[config.mk]
export PLATFORM = sky130hd
export DESIGN_NAME = tms_engine
export DESIGN_NICKNAME = d
export VERILOG_FILES = /design/src/shared/tms_pkg.sv /design/src/design/tms_fifo.sv /design/src/design/tms_engine.sv
export SDC_FILE = /design/constraint.sdc
export NUM_CORES = 1
export LEC_CHECK = 0
export BUFFER_PORTS_ARGS = -buffer_cell sky130_fd_sc_hd__buf_2
export CAP_MARGIN = 20
export CORE_MARGIN = 1
export CORE_UTILIZATION = 25
export CTS_CLUSTER_SIZE = 28
export DETAILED_ROUTE_END_ITERATION = 10
export PLACE_DENSITY = 0.4
export REMOVE_ABC_BUFFERS = 1
export SLEW_MARGIN = 20
export SYNTH_ARGS = -nofsm -noshare
export SYNTH_HDL_FRONTEND = slang
export SYNTH_SLANG_ARGS = --single-unit
[constraint.sdc]
create_clock -name clk -period 6.1 [get_ports clk]
set_input_delay 0.305 -clock clk [delete_from_list [all_inputs] [get_ports clk]]
set_output_delay 0.305 -clock clk [all_outputs]
set_load 0.05 [all_outputs]
[src/shared/tms_pkg.sv]
// shared constants and state types of the trunk message sequencer
package tms_pkg;

  // frame delimiting and bit stuffing
  localparam logic [7:0]  FLAG_PATTERN = 8'h7E;
  localparam logic [2:0]  STUFF_ONES   = 3'h5;
  localparam logic [2:0]  FLAG_ONES    = 3'h6;
  localparam logic [2:0]  ABORT_ONES   = 3'h7;
  localparam logic [2:0]  DELAY_BITS   = 3'h7;

  // request function codes
  localparam logic [3:0]  FN_READ      = 4'h5;
  localparam logic [3:0]  FN_WRITE     = 4'hD;
  localparam logic [3:0]  FN_RESET     = 4'h6;

  // word positions inside a request, counted after the opening flag
  localparam logic [11:0] W_CTRL       = 12'h000;
  localparam logic [11:0] W_START      = 12'h001;
  localparam logic [11:0] W_CSTART     = 12'h002;
  localparam logic [11:0] W_CEND       = 12'h003;
  localparam logic [11:0] W_PARITY     = 12'h004;
  localparam logic [11:0] W_DATA       = 12'h005;
  localparam logic [11:0] W_DATA_NEXT  = 12'h006;

  // lengths in bits and words
  localparam logic [15:0] REQ_BITS     = 16'h0060;
  localparam logic [15:0] MIN_WORDS    = 16'h0002;
  localparam logic [15:0] MAX_WORDS    = 16'h0800;
  localparam logic [15:0] BITN_LIMIT   = 16'hFFF0;

  // default values
  localparam logic [15:0] SEQ_BASE_DEF = 16'hFF00;
  localparam logic [15:0] CRC_POLY_DEF = 16'h1021;
  localparam logic [3:0]  RESP_ACC_DEF = 4'h0;
  localparam logic [3:0]  RESP_REJ_DEF = 4'hF;
  localparam logic [15:0] CRC_INIT     = 16'h0000;

  // transmit queue entry: last marker above one data word
  localparam int          TXQ_WIDTH    = 17;
  localparam int          TXQ_DEPTH    = 4;

  typedef enum logic [2:0] {
    E_IDLE   = 3'h0,
    E_SEQ_RD = 3'h1,
    E_DAT_WR = 3'h3,
    E_EVAL   = 3'h2,
    E_HDR    = 3'h6,
    E_RD_DAT = 3'h7,
    E_SEQ_WR = 3'h5
  } tms_eng_t;

  typedef enum logic [1:0] {
    T_FLAG = 2'h0,
    T_DATA = 2'h1,
    T_CRC  = 2'h3,
    T_END  = 2'h2
  } tms_tx_t;

endpackage : tms_pkg

[src/design/tms_fifo.sv]
// word queue with valid and ready on both sides
module tms_fifo #(
  parameter int WIDTH = 17,
  parameter int DEPTH = 4
) (
  // clock and reset
  input  wire logic             clk,
  input  wire logic             srst,
  // filling side
  input  wire logic             in_valid,
  input  wire logic [WIDTH-1:0] in_data,
  output logic                  in_ready,
  // draining side
  output logic                  out_valid,
  output logic [WIDTH-1:0]      out_data,
  input  wire logic             out_ready
);

  localparam int AW = $clog2(DEPTH);

  if (DEPTH < 2 || (1 << AW) != DEPTH || WIDTH < 1) begin : g_bad_size
    $error("tms_fifo: depth must be a power of two of at least 2");
  end

  typedef struct packed {
    logic [DEPTH-1:0][WIDTH-1:0] mem;
    logic [AW:0]                 wp;
    logic [AW:0]                 rp;
  } tms_fifo_st_t;

  tms_fifo_st_t st;
  tms_fifo_st_t next_st;

  assign in_ready  = !((st.wp[AW] != st.rp[AW]) && (st.wp[AW-1:0] == st.rp[AW-1:0]));
  assign out_valid = (st.wp != st.rp);
  assign out_data  = st.mem[st.rp[AW-1:0]];

  always_comb begin
    next_st = st;
    if (in_valid && in_ready) begin
      next_st.mem[st.wp[AW-1:0]] = in_data;
      next_st.wp                 = st.wp + 1'b1;
    end
    if (out_valid && out_ready) begin
      next_st.rp = st.rp + 1'b1;
    end
  end

  always_ff @(posedge clk) begin
    if (srst) begin
      st <= '0;
    end else begin
      st <= next_st;
    end
  end

endmodule : tms_fifo

[src/design/tms_engine.sv]
// trunk link protocol engine: request deframing, checks, buffer access, responses

// Operation
// every frame carries a 16-bit CRC
// only read, write and reset sequences
// function 0101 reads, answered with data
// read request field order and widths
// compare sequence number with stored count
// read checked by parity and CRC
// parity word is even parity of 64 bits
// closing flag after CRC ends request
// flags, then read response after processing
// read response field order
// read data is 2 to 2048 words
// device generates response CRC
// function 1101 writes, answered with response
// write header checked by even parity
// write data up to 2048 words
// write CRC covers all received bits
// accept write only when error free
// response CRC then closing flag
// every write message gets a response
// flag delimited, zero after five ones
// seven ones abort the frame
// most significant bit first
// store incremented sequence and response
// accept and reject codes are parameters
// any error rejects and blocks access; code still writes data words before the CRC is checked
module tms_engine #(
  parameter logic [15:0] CRC_POLY    = tms_pkg::CRC_POLY_DEF,
  parameter logic [15:0] SEQ_BASE    = tms_pkg::SEQ_BASE_DEF,
  parameter logic [3:0]  RESP_ACCEPT = tms_pkg::RESP_ACC_DEF,
  parameter logic [3:0]  RESP_REJECT = tms_pkg::RESP_REJ_DEF,
  parameter int          FIFO_DEPTH  = tms_pkg::TXQ_DEPTH
) (
  // clock and reset
  input  wire logic        clk,
  input  wire logic        srst,
  // serial link from the modem
  input  wire logic        rx_clk_pin,
  input  wire logic        rx_data_pin,
  input  wire logic        tx_clk_pin,
  output logic             tx_data,
  // station buffer memory port
  output logic             mem_req,
  output logic             mem_we,
  output logic [15:0]      mem_addr,
  output logic [15:0]      mem_wdata,
  input  wire logic [15:0] mem_rdata,
  input  wire logic        mem_ack,
  // message status
  output logic             msg_done,
  output logic             msg_accepted
);

  if (RESP_ACCEPT == RESP_REJECT || FIFO_DEPTH < 2) begin : g_bad_param
    $error("tms_engine: accept and reject codes must differ, queue depth at least 2");
  end

  typedef struct packed {
    logic [2:0]       rc_s;
    logic [2:0]       rd_s;
    logic [2:0]       tc_s;
    logic             rc_l;
    logic             rd_l;
    logic             tc_l;
    logic [2:0]       r_ones;
    logic [6:0]       r_dly;
    logic [2:0]       r_dcnt;
    logic             r_in;
    logic [15:0]      r_bitn;
    logic [15:0]      r_sreg;
    logic [15:0]      r_crc;
    logic [15:0]      r_par;
    logic [7:0]       r_term;
    logic [3:0]       r_func;
    logic [3:0]       r_seq;
    logic [15:0]      r_start;
    logic [15:0]      r_end;
    logic [15:0]      r_hold;
    logic [15:0]      r_wptr;
    logic             r_fmt_err;
    logic             r_adr_err;
    logic             r_par_err;
    logic             r_ovf_err;
    tms_pkg::tms_eng_t e_st;
    logic             seq_go;
    logic             seq_done;
    logic             seq_err;
    logic [3:0]       seq_mem;
    logic             wr_pend;
    logic [15:0]      p_addr;
    logic [15:0]      p_data;
    logic             end_pend;
    logic             f_ok;
    logic             acc;
    logic [3:0]       resp;
    logic [3:0]       seq_new;
    logic [15:0]      rptr;
    logic [11:0]      rcnt;
    logic             mem_req;
    logic             mem_we;
    logic [15:0]      mem_addr;
    logic [15:0]      mem_wdata;
    logic             msg_done;
    logic             msg_acc;
    tms_pkg::tms_tx_t t_mode;
    logic [2:0]       t_fi;
    logic [15:0]      t_sreg;
    logic [3:0]       t_cnt;
    logic [2:0]       t_ones;
    logic             t_last;
    logic [15:0]      t_crc;
    logic             tx_data;
  } tms_st_t;

  tms_st_t    st;
  tms_st_t    next_st;
  logic       q_in_valid;
  logic [16:0] q_in_data;
  logic       q_in_ready;
  logic       q_out_valid;
  logic [16:0] q_out_data;
  logic       q_out_ready;

  function automatic logic [15:0] crc_step(input logic [15:0] c, input logic b);
    crc_step = {c[14:0], 1'b0} ^ ((c[15] ^ b) ? CRC_POLY : 16'h0000);
  endfunction : crc_step

  tms_fifo #(
    .WIDTH (tms_pkg::TXQ_WIDTH),
    .DEPTH (FIFO_DEPTH)
  ) u_txq (
    .clk       (clk),
    .srst      (srst),
    .in_valid  (q_in_valid),
    .in_data   (q_in_data),
    .in_ready  (q_in_ready),
    .out_valid (q_out_valid),
    .out_data  (q_out_data),
    .out_ready (q_out_ready)
  );

  assign tx_data      = st.tx_data;
  assign mem_req      = st.mem_req;
  assign mem_we       = st.mem_we;
  assign mem_addr     = st.mem_addr;
  assign mem_wdata    = st.mem_wdata;
  assign msg_done     = st.msg_done;
  assign msg_accepted = st.msg_acc;

  always_comb begin
    logic        rx_tick;
    logic        tx_tick;
    logic        dv;
    logic        db;
    logic        tb;
    logic [15:0] w;
    logic [11:0] k;
    logic [15:0] nwords;
    logic        blocked;
    logic        len_ok;
    rx_tick = 1'b0;
    tx_tick = 1'b0;
    dv      = 1'b0;
    db      = 1'b0;
    tb      = 1'b0;
    w       = 16'h0000;
    k       = 12'h000;
    nwords  = 16'h0000;
    blocked = 1'b0;
    len_ok  = 1'b0;
    q_in_valid  = 1'b0;
    q_in_data   = 17'h00000;
    q_out_ready = 1'b0;
    next_st = st;
    next_st.msg_done = 1'b0;

    // pin synchronisers: a level counts once stages two and three agree
    next_st.rc_s = {st.rc_s[1:0], rx_clk_pin};
    next_st.rd_s = {st.rd_s[1:0], rx_data_pin};
    next_st.tc_s = {st.tc_s[1:0], tx_clk_pin};
    if (st.rc_s[1] == st.rc_s[2]) next_st.rc_l = st.rc_s[2];
    if (st.rd_s[1] == st.rd_s[2]) next_st.rd_l = st.rd_s[2];
    if (st.tc_s[1] == st.tc_s[2]) next_st.tc_l = st.tc_s[2];
    rx_tick = st.rc_s[1] && st.rc_s[2] && !st.rc_l;
    tx_tick = st.tc_s[1] && st.tc_s[2] && !st.tc_l;

    // memory port and responses
    case (st.e_st)
      tms_pkg::E_IDLE: begin
        if (st.seq_go) begin
          next_st.e_st     = tms_pkg::E_SEQ_RD;
          next_st.mem_req  = 1'b1;
          next_st.mem_we   = 1'b0;
          next_st.mem_addr = SEQ_BASE + {8'h00, st.r_term};
        end else if (st.wr_pend) begin
          next_st.e_st      = tms_pkg::E_DAT_WR;
          next_st.mem_req   = 1'b1;
          next_st.mem_we    = 1'b1;
          next_st.mem_addr  = st.p_addr;
          next_st.mem_wdata = st.p_data;
        end else if (st.end_pend) begin
          next_st.e_st = tms_pkg::E_EVAL;
        end
      end
      tms_pkg::E_SEQ_RD: begin
        if (mem_ack) begin
          next_st.mem_req  = 1'b0;
          next_st.seq_go   = 1'b0;
          next_st.seq_done = 1'b1;
          next_st.seq_mem  = mem_rdata[3:0];
          next_st.seq_err  = (mem_rdata[3:0] != st.r_seq);
          next_st.e_st     = tms_pkg::E_IDLE;
        end
      end
      tms_pkg::E_DAT_WR: begin
        if (mem_ack) begin
          next_st.mem_req = 1'b0;
          next_st.wr_pend = 1'b0;
          next_st.e_st    = tms_pkg::E_IDLE;
        end
      end
      tms_pkg::E_EVAL: begin
        nwords = st.r_end - st.r_start + 16'h0001;
        next_st.acc = st.f_ok && st.seq_done;
        case (st.r_func)
          tms_pkg::FN_READ: begin
            if (st.seq_err || st.r_end < st.r_start || nwords < tms_pkg::MIN_WORDS
                || nwords > tms_pkg::MAX_WORDS) next_st.acc = 1'b0;
          end
          tms_pkg::FN_WRITE: begin
            if (st.seq_err) next_st.acc = 1'b0;
          end
          tms_pkg::FN_RESET: ;
          default: next_st.acc = 1'b0;
        endcase
        next_st.resp    = next_st.acc ? RESP_ACCEPT : RESP_REJECT;
        next_st.seq_new = !next_st.acc ? st.seq_mem :
                          (st.r_func == tms_pkg::FN_RESET) ? 4'h0 : st.seq_mem + 4'h1;
        next_st.rptr    = st.r_start;
        next_st.rcnt    = nwords[11:0];
        next_st.e_st    = tms_pkg::E_HDR;
      end
      tms_pkg::E_HDR: begin
        if (q_in_ready) begin
          q_in_valid = 1'b1;
          q_in_data  = {!(st.acc && st.r_func == tms_pkg::FN_READ),
                        st.r_term, st.resp, st.r_seq};
          if (st.acc && st.r_func == tms_pkg::FN_READ) begin
            next_st.e_st = tms_pkg::E_RD_DAT;
          end else begin
            next_st.e_st      = tms_pkg::E_SEQ_WR;
            next_st.mem_req   = 1'b1;
            next_st.mem_we    = 1'b1;
            next_st.mem_addr  = SEQ_BASE + {8'h00, st.r_term};
            next_st.mem_wdata = {st.r_term, st.resp, st.seq_new};
          end
        end
      end
      tms_pkg::E_RD_DAT: begin
        if (!st.mem_req && q_in_ready) begin
          next_st.mem_req  = 1'b1;
          next_st.mem_we   = 1'b0;
          next_st.mem_addr = st.rptr;
        end else if (st.mem_req && mem_ack) begin
          q_in_valid   = 1'b1;
          q_in_data    = {st.rcnt == 12'h001, mem_rdata};
          next_st.rptr = st.rptr + 16'h0001;
          next_st.rcnt = st.rcnt - 12'h001;
          next_st.mem_req = 1'b0;
          if (st.rcnt == 12'h001) begin
            next_st.e_st      = tms_pkg::E_SEQ_WR;
            next_st.mem_req   = 1'b1;
            next_st.mem_we    = 1'b1;
            next_st.mem_addr  = SEQ_BASE + {8'h00, st.r_term};
            next_st.mem_wdata = {st.r_term, st.resp, st.seq_new};
          end
        end
      end
      tms_pkg::E_SEQ_WR: begin
        if (mem_ack) begin
          next_st.mem_req  = 1'b0;
          next_st.end_pend = 1'b0;
          next_st.msg_done = 1'b1;
          next_st.msg_acc  = st.acc;
          next_st.e_st     = tms_pkg::E_IDLE;
        end
      end
      default: next_st.e_st = tms_pkg::E_IDLE;
    endcase

    // receiver: flags, zero deletion, abort
    if (rx_tick) begin
      if (st.rd_l) begin
        next_st.r_ones = (st.r_ones == tms_pkg::ABORT_ONES) ? st.r_ones : st.r_ones + 3'h1;
        if (st.r_ones + 3'h1 == tms_pkg::ABORT_ONES) begin
          next_st.r_in   = 1'b0;
          next_st.r_dcnt = 3'h0;
        end else if (st.r_ones != tms_pkg::ABORT_ONES) begin
          next_st.r_dly = {st.r_dly[5:0], 1'b1};
          dv = (st.r_dcnt == tms_pkg::DELAY_BITS);
          db = st.r_dly[6];
          if (!dv) next_st.r_dcnt = st.r_dcnt + 3'h1;
        end
      end else begin
        next_st.r_ones = 3'h0;
        if (st.r_ones == tms_pkg::FLAG_ONES) begin
          if (st.r_in && st.r_bitn >= 16'h0010 && !st.end_pend) begin
            len_ok = (st.r_bitn[3:0] == 4'h0) && (st.r_bitn >= tms_pkg::REQ_BITS)
                     && (st.r_func == tms_pkg::FN_WRITE || st.r_bitn == tms_pkg::REQ_BITS);
            next_st.f_ok = len_ok && (st.r_crc == 16'h0000) && !st.r_fmt_err
                           && !st.r_adr_err && !st.r_par_err && !st.r_ovf_err;
            next_st.end_pend = 1'b1;
          end
          next_st.r_in      = !(st.end_pend || next_st.end_pend);
          next_st.r_dcnt    = 3'h0;
          next_st.r_bitn    = 16'h0000;
          next_st.r_crc     = tms_pkg::CRC_INIT;
          next_st.r_par     = 16'h0000;
          next_st.r_fmt_err = 1'b0;
          next_st.r_adr_err = 1'b0;
          next_st.r_par_err = 1'b0;
          next_st.r_ovf_err = 1'b0;
        end else if (st.r_ones != tms_pkg::STUFF_ONES) begin
          next_st.r_dly = {st.r_dly[5:0], 1'b0};
          dv = (st.r_dcnt == tms_pkg::DELAY_BITS);
          db = st.r_dly[6];
          if (!dv) next_st.r_dcnt = st.r_dcnt + 3'h1;
        end
      end
    end

    // request fields, msb first, one word per sixteen bits
    if (dv && st.r_in) begin
      next_st.r_crc  = crc_step(st.r_crc, db);
      next_st.r_sreg = {st.r_sreg[14:0], db};
      if (st.r_bitn != tms_pkg::BITN_LIMIT) next_st.r_bitn = st.r_bitn + 16'h0001;
      if (st.r_bitn[3:0] == 4'hF) begin
        w = {st.r_sreg[14:0], db};
        k = st.r_bitn[15:4];
        if (k < tms_pkg::W_PARITY) next_st.r_par = st.r_par ^ w;
        blocked = !st.seq_done || st.seq_err || st.r_par_err || st.r_adr_err
                  || st.r_fmt_err || st.r_func != tms_pkg::FN_WRITE;
        if (k == tms_pkg::W_CTRL) begin
          next_st.r_term   = w[15:8];
          next_st.r_func   = w[7:4];
          next_st.r_seq    = w[3:0];
          next_st.seq_go   = 1'b1;
          next_st.seq_done = 1'b0;
          next_st.seq_err  = 1'b0;
        end else if (k == tms_pkg::W_START) begin
          next_st.r_start = w;
        end else if (k == tms_pkg::W_CSTART) begin
          if (w != ~st.r_start) next_st.r_adr_err = 1'b1;
        end else if (k == tms_pkg::W_CEND) begin
          next_st.r_end = ~w;
        end else if (k == tms_pkg::W_PARITY) begin
          if ((st.r_par ^ w) != 16'h0000) next_st.r_par_err = 1'b1;
        end else if (k == tms_pkg::W_DATA) begin
          next_st.r_hold = w;
          next_st.r_wptr = st.r_start;
        end else begin
          // the word held back is data; the newest may still be the CRC
          next_st.r_hold = w;
          if (k - tms_pkg::W_DATA_NEXT >= tms_pkg::MAX_WORDS[11:0]) begin
            next_st.r_fmt_err = 1'b1;
          end else if (!blocked) begin
            if (st.wr_pend && st.e_st != tms_pkg::E_DAT_WR) begin
              next_st.r_ovf_err = 1'b1;
            end else begin
              next_st.wr_pend = 1'b1;
              next_st.p_addr  = st.r_wptr;
              next_st.p_data  = st.r_hold;
              next_st.r_wptr  = st.r_wptr + 16'h0001;
            end
          end
        end
      end
    end

    // transmitter: flags, stuffed body, CRC
    if (tx_tick) begin
      case (st.t_mode)
        tms_pkg::T_FLAG: begin
          next_st.tx_data = tms_pkg::FLAG_PATTERN[3'h7 - st.t_fi];
          next_st.t_fi    = st.t_fi + 3'h1;
          if (st.t_fi == 3'h7 && q_out_valid) begin
            q_out_ready    = 1'b1;
            next_st.t_sreg = q_out_data[15:0];
            next_st.t_last = q_out_data[16];
            next_st.t_mode = tms_pkg::T_DATA;
            next_st.t_cnt  = 4'h0;
            next_st.t_ones = 3'h0;
            next_st.t_crc  = tms_pkg::CRC_INIT;
          end
        end
        tms_pkg::T_DATA, tms_pkg::T_CRC: begin
          if (st.t_ones == tms_pkg::STUFF_ONES) begin
            next_st.tx_data = 1'b0;
            next_st.t_ones  = 3'h0;
          end else begin
            tb = st.t_sreg[15];
            next_st.tx_data = tb;
            next_st.t_ones  = tb ? st.t_ones + 3'h1 : 3'h0;
            next_st.t_sreg  = {st.t_sreg[14:0], 1'b0};
            next_st.t_cnt   = st.t_cnt + 4'h1;
            if (st.t_mode == tms_pkg::T_DATA) next_st.t_crc = crc_step(st.t_crc, tb);
            if (st.t_cnt == 4'hF) begin
              if (st.t_mode == tms_pkg::T_CRC) begin
                next_st.t_mode = tms_pkg::T_END;
              end else if (st.t_last) begin
                next_st.t_sreg = crc_step(st.t_crc, tb);
                next_st.t_mode = tms_pkg::T_CRC;
              end else if (q_out_valid) begin
                q_out_ready    = 1'b1;
                next_st.t_sreg = q_out_data[15:0];
                next_st.t_last = q_out_data[16];
              end else begin
                next_st.t_mode = tms_pkg::T_END;
              end
            end
          end
        end
        tms_pkg::T_END: begin
          // the zero is either a pending stuff bit or the flag's first bit
          next_st.tx_data = 1'b0;
          next_st.t_mode  = tms_pkg::T_FLAG;
          next_st.t_fi    = (st.t_ones == tms_pkg::STUFF_ONES) ? 3'h0 : 3'h1;
          next_st.t_ones  = 3'h0;
        end
        default: next_st.t_mode = tms_pkg::T_FLAG;
      endcase
    end
  end

  always_ff @(posedge clk) begin
    if (srst) begin
      st <= '0;
    end else begin
      st <= next_st;
    end
  end

endmodule : tms_engine

==> Yosys cells after proc, flatten, opt, wreduce, memory -nomap -nowiden <==
Memory sizes are Yosys's and may differ from the RTL's.
Index checks and enable logic that the tools add are counted.
{ "classes": {"magnitude_cmp": 11, "eq_ne": 71, "mux": 171, "n_reduce_logical": 91, "n_addsub": 17, "n_bitwise": 18} }
{ "op_table": {"columns": ["cell", "n"], "rows": [
  ["33-bit 2-to-1 mux", 13],
  ["16-bit 2-to-1 mux", 18],
  ["148-bit 2-to-1 mux", 1],
  ["34-bit 2-to-1 mux", 4],
  ["17-bit 2-to-1 mux", 7],
  ["100-bit 2-to-1 mux", 1],
  ["33-bit case mux with 3 select lines", 1],
  ["32-bit 2-to-1 mux", 3],
  ["68-bit bitwise mux", 1],
  ["68-bit 2-to-1 mux", 1],
  ["17-bit case mux with 2 select lines", 2],
  ["16-bit by 1-bit adder with 16-bit output (second input constant)", 4],
  ["62-bit 2-to-1 mux", 1],
  ["28-bit case mux with 2 select lines", 1],
  ["52-bit 2-to-1 mux", 1],
  ["3-bit 2-to-1 mux", 17],
  ["1-bit 2-to-1 mux", 49],
  ["49-bit 2-to-1 mux", 1],
  ["40-bit 2-to-1 mux", 1],
  ["20-bit case mux with 2 select lines", 1],
  ["18-bit 2-to-1 mux", 2],
  ["2-bit inequality test (second input constant)", 18],
  ["17-bit binary-select mux with 2-bit select", 1],
  ["17-bit demux with 2-bit select", 1],
  ["84 further kinds", 229]
]} }
{ "word_totals": {"elab_cells": 440, "romBits": 8, "reg_bits": 412, "out_inout_bits": 37, "inputBits": 22, "memories": 1} }
{ "memory_table": {"columns": ["memory", "words", "width", "rd", "rd_ports_with_merged_regs", "wr", "line_no", "source"], "rows": [
  ["(no name shown)", 8, 1, 1, 0, 0, "tms_engine.sv:386", "next_st.tx_data = tms_pkg::FLAG_PATTERN[3'h7 - st.t_fi];"]
]} }

==> Logic depth before layout (Yosys ltp) <==
Gate-level depths: netlist of the first run.
{ "logic_depth": {"ltp_word": 19, "mapped_depth": 14, "depth_no_buf": 14} }

==> By module <==
Synthesis of the first run repeated with hierarchy kept, for this count alone.
{ "unflattened": {"cells_unflattened": 2363, "area_unflattened_um2": 20294.5} }
{ "by_module_without_submodules": {"columns": ["module", "seq_area_each_um2", "area_per_inst_um2", "cells_each", "instances"], "rows": [
  ["tms_engine", 6686.4, 16942.5, 2055, 1],
  ["tms_fifo", 1481.4, 3352.0, 308, 1]
]} }

==> Worst setup path before layout of the first run <==
No wires, ideal clock.
{ "synth_timing": {"kind": "register to register", "from": "register st[226] in the netlist's numbering", "to": "register st[113] in the netlist's numbering", "t_arrival_ps": 3111, "setup_slack_ps": 2926, "stages_incl_launch_ff": 14, "setup_time_ps": 63, "path_buffers": 0, "synth_period_minus_slack_ps": 3174, "path_cell_list": "dfxtp_1 > inv_1 > ha_1 > inv_1 > fa_1 > nor2b_1 > or3_1 > or4_1 > a311oi_2 > xor2_1 > a41o_2 > o21ai_2 > or4b_1 > nand3_1"} }
{ "synth_via": {"elab_chain_len": 9, "elab_cells_between_ends": 12, "classes_between": "2 x add/sub; 3 x order compare; 4 x mux; 3 x reduce/logical"} }
{ "synth_lines": {"columns": ["element", "line_no", "source"], "rows": [
  ["start: declaration", "tms_engine.sv:117", "tms_st_t st;"],
  ["start signal: assignment", "tms_engine.sv:441", "st <= next_st;"],
  ["16-bit subtractor", "tms_engine.sv:225", "nwords = st.r_end - st.r_start + 16'h0001;"],
  ["16-bit by 1-bit adder with 16-bit output", "tms_engine.sv:225", null],
  ["16-bit by 2-bit < comparator with 1-bit output", "tms_engine.sv:229", "if (st.seq_err || st.r_end < st.r_start || nwords < tms_pkg::MIN_WORDS"],
  ["1-bit logical OR", "tms_engine.sv:229", null],
  ["1-bit logical OR *", "tms_engine.sv:230", "|| nwords > tms_pkg::MAX_WORDS) next_st.acc = 1'b0;"],
  ["1-bit 2-to-1 mux *", "tms_engine.sv:229", null],
  ["1-bit case mux with 3 select lines *", "tms_engine.sv:227", "case (st.r_func)"],
  ["1-bit 2-to-1 mux *", "tms_engine.sv:190", "case (st.e_st)"],
  ["4-bit 2-to-1 mux *", "tms_engine.sv:239", "next_st.seq_new = !next_st.acc ? st.seq_mem :"]
]} }
Every way passes the cells marked *; elsewhere a longest branch is shown, timed or not. The select of a mux whose other input is x is not followed.
A chain may end at the register's enable or synchronous reset.

==> Worst setup path after layout of the first run <==
{ "layout_timing": {"from": "register st[323] in the netlist's numbering", "to": "register st[152] in the netlist's numbering"} }
{ "layout_via": {"elab_chain_len": 7, "elab_cells_between_ends": 13, "classes_between": "1 x add/sub; 4 x eq/ne; 6 x mux; 2 x reduce/logical"} }
{ "layout_lines": {"columns": ["element", "line_no", "source"], "rows": [
  ["3-bit by 1-bit adder with 3-bit output, or another cell as far along", "tms_engine.sv:297", "if (st.r_ones + 3'h1 == tms_pkg::ABORT_ONES) begin"],
  ["3-bit == test, or another cell as far along", "tms_engine.sv:297", null],
  ["1-bit 2-to-1 mux (on tied branches)", "tms_engine.sv:297, tms_engine.sv:308", null],
  ["1-bit 2-to-1 mux *", "tms_engine.sv:295", "if (st.rd_l) begin"],
  ["1-bit 2-to-1 mux *", "tms_engine.sv:294", "if (rx_tick) begin"],
  ["1-bit logical AND *", "tms_engine.sv:335", "if (dv && st.r_in) begin"],
  ["11-bit AND reduction (no source line) *", null, null]
]} }
Every way passes the cells marked *; elsewhere a longest branch is shown, timed or not.

==> out/results.tsv, run 1 <==
metric	value	unit
worst_setup_path_end_kind	flop	
finalWorstSetupSlack	1590	ps
fin_skew	27.1	ps
synth.area.top_cells	dfxtp_1 (42%), a21oi_1 (6.7%), nor2_1 (6.4%)	
diodes	0	
leakagePower	7.56	nW
synth_top_area_share	41.6	%
num-fill-cells	8433	
finalHoldViolations	0	
ys_ff_latch	408	
clockBufferDepth	3	
dp_slack	1600	ps
fin_crit	4510	ps
cts_root_buf	clkbuf_16	
cp_slowest_stage_delay	800	ps
synth.avg_cell_area	8.07	sq um
syn2layout_area_growth	13.6	%
finalMaxSlewViolations	0	
yosysSeqAreaShare	41.6	%
outcome	finished, final reports clean	
clk_pin_slew	60	ps
die_w	282	microns
cts_buffers	50	
ctsResizeCount	0	
power_density	277	nW/um^2
fin_setup_tns	0	ps
final_common_cell	dfxtp_1	
overflow	0	
rsz0062_at_grt	no	
coreArea	77600	sq um
initial_core_util	25.3	%
yosys_warnings	0	
fin_nets	2474	
worstPathArrival	5030	ps
grt_pass1_vias	16000	
syn_inst	2435	
ant_nets	0	
place_inst	3368	
stdcell_count	3457	
synth_ff_type	dfxtp_1	
die_h	282	microns
crit_path_cell_trace	ha_1 > ha_1 > a21boi_2 > a22oi_1 > nor3_4 > buf_4 > nand4_1 > a21oi_2 > nand3_1 > nor2_2 > buf_4 > nand2_1 > a21oi_1	
vias	16900	
cts_tree	built	
route.detailed.drc	0	
drive_above_1_share	9.52	%
grt_use_total	15.5	%
max_slew_margin	33.6	%
synth.cell_area	19600	sq um
wl_per_cell	18.1	microns
htree_num_levels	2	
most-common-layout-cells	dfxtp_1 (408), nor2_1 (331), nand2_1 (305), a21oi_1 (263), a211oi_1 (125)	
port_buffers	58	
die-area	79700	sq um
place.gp.congestion	0.815	
cts.sinks	408	
setup_violations	0	
vias_per_cell	4.88	
slowest_stage	a21oi_2	
cp.required	6620	ps
io_pins	59	
cp_max_fo	33	
worst_slew_pin_slew	986	ps
vdd_drop_max	0.198	mV
min_period_over_period	73.9	%
clock.fmax	222	MHz
synth-async-reset-ratio	0	%
rows	102	
ys_types	82	
max_cap_viol_count	0	
drt_wl_total	62.7	mm
synth_edf_count	0	
initialDrtViolationCount	1127	
total_power	6.19	mW
grt_max_degree	185	
crit_path_start_kind	flop	
post-route-util	28.8	%
path_class	reg -> reg	
clk_latency	600	ps
grt_pass1_wl	96.9	mm
yosys.area.top_type	dfxtp_1	
worstHoldPathType	in -> reg	
drt_pre_antenna_iters	6	
antenna_found_initial	4	
dpl.hpwl	42.5	mm
-- synthesized netlist by cell type (13+ instances only) --
master    number
a311oi_1      13
nor2_1       333
nand4_1       18
and3_1        16
buf_4         33
a211oi_1     125
a21oi_1      263
nor2b_1       20
ha_1          59
a22oi_1       58
xor2_1        24
o22ai_1       39
dfxtp_1      408
nand3b_1      22
nor3_1        50
or3_1         14
inv_1         72
mux4_2        17
clkbuf_1     143
nand2_1      306
nand3_1       68
nor4_1        15
mux2i_1       21
xnor2_1       47
buf_2         17
o21ai_0       89
-- area by class of cell --
cell class	count	area [sq um]	area share (%)
Multi-Input combinational cell	1754	10300	46.3
Sequential cell	408	8170	36.6
Clock buffer	75	1530	6.83
Tap cell	1040	1300	5.83
Timing Repair Buffer	99	641	2.87
Inverter	72	270	1.21
Clock inverter	9	75.1	0.336
-- sequential cells by signal (all words and copies together), names as in the netlist --
register / count
next_st: 6
mem_addr: 16
tx_data: 1
msg_accepted: 1
mem_wdata: 16
mem_we: 1
msg_done: 1
mem_req: 1
st: 291
u_txq.st: 74
-- power by group --
part	switching (mW)	leakage (nW)	total, mW	internal [mW]
logic	0.333	3.47	0.481	0.149
clock network	1.19	0.799	2.91	1.71
registers	0.0719	3.29	2.80	2.73
-- critical path: cells and delay by family (launching register included) --
family / cells / cell delay, ps
buffers and inverters: 2 / 690
AO/OA/AOI/OAI: 4 / 1330
adder cells (fa/ha/maj): 2 / 510
flip-flops: 1 / 340
AND/OR/NAND/NOR: 5 / 1550
-- cells by family (layout without fill, tap and decap cells) --
logic type / count (synthesis) / count (layout) / share of synthesized area [%]
and+or+nand+nor: 932 / 932 / 21.4
AOI/OAI and AO/OA: 645 / 645 / 20.2
DFF: 408 / 408 / 41.6
buffers and inverters: 273 / 255 / 5.95
xor gates and xnor gates: 71 / 71 / 3.17
adders and majority gates: 67 / 67 / 4.57
muxes: 39 / 39 / 3.08
-- layer usage --
metal  part of all wire, %  vias up  track usage [%]  wire (microns)
met1                    48     8079             21.6           30200
met5                 0.097        -                0              61
li1                      -     8418                -               -
met3                   3.8       99             2.34            2380
met2                    45      274             24.6           28200
met4                   2.9        8             4.95            1810
-- through the flow --
step | cell area, sq um | hold WS, ps
floorplan | 18700 | 374
global placement | 20700 | 418
detailed placement | 20700 | 425
CTS | 22300 | 12.2
global route | 22300 | 50.6
finish | 22300 | 39.4
-- timing repair --
action                                  4_1_cts  5_1_grt
hold buffers                                  5        0
setup buffers                                 0        0
endpoints found under the hold margin         5        0
endpoints found under the setup margin        0        0
-- final timing paths --
| kind | startpoint | to | slack (ps) | cells past startpoint |
|---|---|---|---|---|
| setup / recovery | st[323]$_SDFFE_PP0P_ | st[152]$_SDFFE_PP0P_ | 1590 | 13 |
| hold / removal | mem_rdata[1] | st[155]$_SDFFE_PP0P_ | 40 | 3 |
| setup reg to reg | st[323]$_SDFFE_PP0P_ | st[152]$_SDFFE_PP0P_ | 1590 | 13 |
| hold reg to reg | next_st[336]$_SDFF_PP0_ | next_st[337]$_SDFF_PP0_ | 430 | 1 |
(Power assumes the default switching activity.)
==> inputs of run 2 (changes only) <==
PLACE_DENSITY = 0.41   (was 0.4)
clock period = 4.06 ns   (was 6.1 ns; I/O delays follow)
==> out/results.tsv, run 2 (synthesized netlist as in run 1, its figures left out) <==
metric	value	unit	change
largest_register	st		
clk_pin_slew	60	ps	about the same
grt_pass1_wl	97.9	mm	+1.1%
ant_nets	0		unchanged
grt_use_total	15.7	%	+0.14 points
io_pins	59		unchanged
grt_max_degree	123		-34%
max_cap_viol_count	0		unchanged
grt_pass1_vias	16200		+1.5%
rows	102		unchanged
place.gp.congestion	0.881		+8.1%
top_regs	st (291), u_txq.st (74)		
cts_root_buf	clkbuf_16		
htree_num_levels	2		unchanged
syn2layout_area_growth	14.6	%	
cts_tree	built		
worst_slew_pin_slew	987	ps	+0.663 ps
clk_latency	600	ps	about the same
gr-usage-met2	25.1	%	+0.52 points
fin_crit	3610	ps	-897 ps
coreArea	77600	sq um	unchanged
largest_reg_flops	291		unchanged
finalHoldViolations	0		unchanged
cp.required	4500	ps	-2120 ps
total_power	9.42	mW	+52%
grt.busiest_layer	met2		
dpl.hpwl	43.0	mm	+1.1%
overflow	0		unchanged
initialDrtViolationCount	1142		+1.3%
vias	17000		+0.69%
vias_per_cell	4.88		about the same
dp_slack	352	ps	-1250 ps
num-fill-cells	8405		-0.33%
initial_core_util	25.3	%	unchanged
drt_pre_antenna_iters	5		-1
power_density	419	nW/um^2	+51%
die-area	79700	sq um	unchanged
clock.fmax	277	MHz	+25%
port_buffers	58		unchanged
max_slew_margin	34.2	%	+0.56 points
cts.sinks	408		unchanged
die_w	282	microns	unchanged
vdd_drop_max	0.291	mV	+47%
crit_path_start_kind	flop		
cp_max_fo	9		-73%
worst_setup_path_end_kind	flop		
fin_area	22500	sq um	+0.87%
path_class	reg -> reg		
cts_buffers	50		unchanged
min_period_over_period	89.0	%	+15 points
clockBufferDepth	3		unchanged
rsz0062_at_grt	no		
finalMaxSlewViolations	0		unchanged
worstPathArrival	4050	ps	-980 ps
dpl-instance-area	20800	sq um	+0.67%
fin_nets	2495		+0.85%
leakagePower	7.66	nW	+1.3%
route.detailed.drc	0		unchanged
wl_per_cell	18.0	microns	-0.75%
antenna_found_initial	2		-2
met3_usage	2.31	%	-0.025 points
worstHoldPathType	in -> reg		
fin_skew	25.3	ps	-1.81 ps
met1_usage	21.5	%	-0.043 points
finalWorstSetupSlack	446	ps	-1140 ps
cts_setup_buffers	0		unchanged
final_common_cell	dfxtp_1		
die_h	282	microns	unchanged
setup_violations	0		unchanged
outcome	finished, final reports clean		
drt_wl_total	62.7	mm	unchanged
drive_above_1_share	9.91	%	+0.39 points
most-common-layout-cells	dfxtp_1 (408), nor2_1 (331), nand2_1 (306), a21oi_1 (263), a211oi_1 (125)		
run 2: cell count changes in the layout (fill, tap and decap cells not counted), moves of 2 or more:
cell | previous run | this run
buf_4 | 34 | 52
clkbuf_1 | 7 | 17
clkbuf_8 | 18 | 11
bufinv_16 | 0 | 3
dlygate4sd3_1 | 5 | 8
clkinv_2 | 6 | 4
run 2: path summary, 6_finish.rpt:
kind | startpoint | end | slack [ps] | depth (start not counted)
worst max register to register | st[226]$_SDFFE_PP0P_ | st[110]$_SDFFE_PP0P_ | 450 | 12
worst min register to register | next_st[336]$_SDFF_PP0_ | next_st[337]$_SDFF_PP0_ | 440 | 1
worst min-delay path | mem_rdata[8] | u_txq.st[14]$_SDFFE_PP0P_ | 60 | 3
worst max-delay path | st[226]$_SDFFE_PP0P_ | st[110]$_SDFFE_PP0P_ | 450 | 12
run 2: metrics by stage:
stage	instances	util [%]	hold slack [ps]	setup TNS, ps
6_report	3483	29.0	59.4	0
5_1_grt	3482	29.0	57.2	0
4_1_cts	3482	29.0	30.6	0
3_5_place_dp	3386	26.8	423	0
3_3_place_gp	3386	26.8	421	0
2_1_floorplan	2234	-	272	-18280
run 2: what timing repair did:
item,CTS,global route
gates resized for setup,0,0
hold buffers,8,0
hold endpoints to repair,8,0
run 2: per-layer routing:
layer,vias to the layer above,share of wire [%]
met5,-,0.021
li1,8460,-
met1,8126,47
met3,87,4.2
met4,2,2.9
met2,320,46
run 2: where the power goes:
group          switching, mW  total, mW  internal (mW)
sequential             0.111       4.21           4.10
clock                   1.81       4.48           2.66
combinational          0.505      0.736          0.231
run 2: area by class of cell:
cell class                 instances  area, sq um  area share (%)
tap                             1040         1300            5.78
multi-input combinational       1754        10300            45.9
sequential                       408         8170            36.3
clock inverter                    10          154           0.683
clock buffer                      78         1470            6.51
inverter                          72          270            1.20
antenna                            1         2.50          0.0111
timing repair buffer             120          811            3.60
run 2: critical path, cell delays in order, from the launching register on:
cell and delay (ps):
dfxtp_1 400, inv_1 110, ha_1 330, ha_1 440, nor4b_1 840, nor3_1 90
nand2_1 200, nor3_1 70, and4b_1 170, a41o_2 290, o21ai_2 180, mux2i_1 250
a211oi_1 100
==> inputs of run 3 (changes only) <==
CORE_ASPECT_RATIO = 0.9   (was not set)
==> out/results.tsv, run 3 (synthesized netlist as in run 1, its figures left out) <==
metric	value	unit	change
largest_reg_flops	291		unchanged
worst_slew_pin_slew	1010	ps	+19.1 ps
route.detailed.drc	2		+2
fin_setup_tns	0	ps	unchanged
port_buffers	58		unchanged
rows	97		-4.9%
clk_pin_slew	60	ps	about the same
drt_pre_antenna_iters	10		+5
cp.required	4500	ps	about the same
final_common_cell	dfxtp_1		
ctsResizeCount	0		unchanged
worstPathArrival	4120	ps	+70 ps
largest_register	st		
outcome	finished with violations		
ant_nets	0		unchanged
grt_max_degree	169		+37%
clock.fmax	272	MHz	-1.6%
grt_pass1_vias	16300		+0.38%
clk_latency	610	ps	about the same
diodes	0		-1
rsz0062_at_grt	no		
io_pins	59		unchanged
cts_buffers	49		-2.0%
cpMostUsedCell	inv_1		
min_period_over_period	90.4	%	+1.4 points
htree_num_levels	2		unchanged
finalMaxSlewViolations	0		unchanged
worst_setup_path_end_kind	flop		
dpl.hpwl	43.6	mm	+1.4%
fin_skew	34.7	ps	+9.44 ps
power_density	420	nW/um^2	+0.28%
place.gp.congestion	0.879		-0.18%
crit_buf_inv	2		+1
most-common-layout-cells	dfxtp_1 (408), nor2_1 (330), nand2_1 (306), a21oi_1 (263), a211oi_1 (125)		
clockBufferDepth	3		unchanged
path_class	reg -> reg		
initialDrtViolationCount	1170		+2.5%
die-area	79700	sq um	about the same
cts_root_buf	clkbuf_16		
initial_core_util	25.3	%	-0.066 points
cp_top_family	compound AO/OA/AOI/OAI gates		
cts_tree	built		
grt_use_total	15.6	%	-0.050 points
cts.sinks	408		unchanged
setup_violations	0		unchanged
dp_slack	458	ps	+106 ps
num-fill-cells	8317		-1.0%
die_w	297	microns	+5.4%
crit_path_cell_trace	inv_1 > ha_1 > inv_1 > fa_1 > or3b_1 > o22ai_1 > nor2_1 > xnor2_1 > nor4_2 > a31oi_1 > o21ai_2 > mux2i_1 > a211oi_1		
drive_above_1_share	10.2	%	+0.30 points
finalHoldViolations	0		unchanged
finalWorstSetupSlack	388	ps	-57.7 ps
worstHoldPathType	in -> reg		
max_cap_viol_count	0		unchanged
cp_max_fo	6		-3
fin_crit	3670	ps	+57.7 ps
slowest_stage	fa_1		
leakagePower	7.71	nW	+0.66%
top_regs	st (291), u_txq.st (74)		
drt_wl_total	63.1	mm	+0.57%
crit_path_start_kind	flop		
max_slew_margin	32.8	%	-1.3 points
vdd_drop_max	0.288	mV	-0.92%
overflow	0		unchanged
antenna_found_initial	3		+1
syn2layout_area_growth	14.9	%	
fin_nets	2500		+0.20%
failed_checks	DRC		
die_h	268	microns	-5.1%
wl_per_cell	18.1	microns	+0.42%
grt_pass1_wl	98.0	mm	about the same
cp_slowest_stage_delay	490	ps	-350 ps
coreArea	77800	sq um	+0.26%
vias	17100		+0.44%
vias_per_cell	4.89		+0.30%
## run 3: changes by cell type in the layout (fill, tap and decap cells not counted), moves of 2 or more
| cell | delta |
|---|---|
| buf_4 | +5 |
| bufinv_16 | +2 |
| clkbuf_8 | -3 |
| clkinv_2 | +3 |
| inv_6 | +2 |
## run 3: through the flow
step | cells | area, sq um | total power, mW | utilization (%) | hold slack [ps]
global route | 3488 | 22600 | 9.90 | 29.0 | 57.0
global placement | 3390 | 20800 | 5.02 | 26.8 | 412
detailed placement | 3390 | 20800 | 5.03 | 26.8 | 418
finish | 3488 | 22600 | 9.48 | 29.0 | 60.2
floorplan | 2234 | 18700 | 4.71 | - | 272
CTS | 3487 | 22600 | 9.63 | 29.0 | 20.0
## run 3: layout make-up
type                    instances  area [sq um]  share of cell area (%)
multi-input cells            1754         10300                    45.8
clock buffers                  73          1400                    6.18
clock inverters                16           253                    1.12
flip-flops and latches        408          8170                    36.2
well taps                    1039          1300                    5.76
inverters                      72           270                    1.20
repair buffers                126           853                    3.78
## run 3: routing by layer
layer / vias up / wire (microns) / GRT usage (%) / part of all wire [%]
li1: 8460 / - / - / -
met1: 8162 / 31300 / 22.3 / 50
met2: 361 / 27100 / 23.9 / 43
met3: 81 / 3410 / 2.96 / 5.4
met4: 6 / 1240 / 4.35 / 2.0
met5: - / 31 / 0 / 0.049
## run 3: worst paths after layout
kind	slack, ps	to	from	depth (start not counted)
setup / recovery	390	st[111]$_SDFFE_PP0P_	st[220]$_SDFFE_PP0P_	13
hold / removal	60	u_txq.st[12]$_SDFFE_PP0P_	mem_rdata[6]	3
hold reg to reg	440	next_st[331]$_SDFF_PP0_	next_st[330]$_SDFF_PP0_	1
setup reg to reg	390	st[111]$_SDFFE_PP0P_	st[220]$_SDFFE_PP0P_	13
## run 3: repair_timing
action / CTS / global route
hold buffers: 8 / 0
hold endpoints to repair: 8 / 0
setup buffers: 0 / 0
## run 3: tightest hold or removal path: cells and delay by family
kind	cells	cell delay (ps)
AOI/OAI and AO/OA	2	340
buffers and inverters	1	80
## run 3: power by group
group	internal (mW)	leakage, nW	switching, mW
Combinational	0.232	3.61	0.510
Sequential	4.10	3.29	0.104
Clock	2.71	0.809	1.82
Total	7.04	7.71	2.43
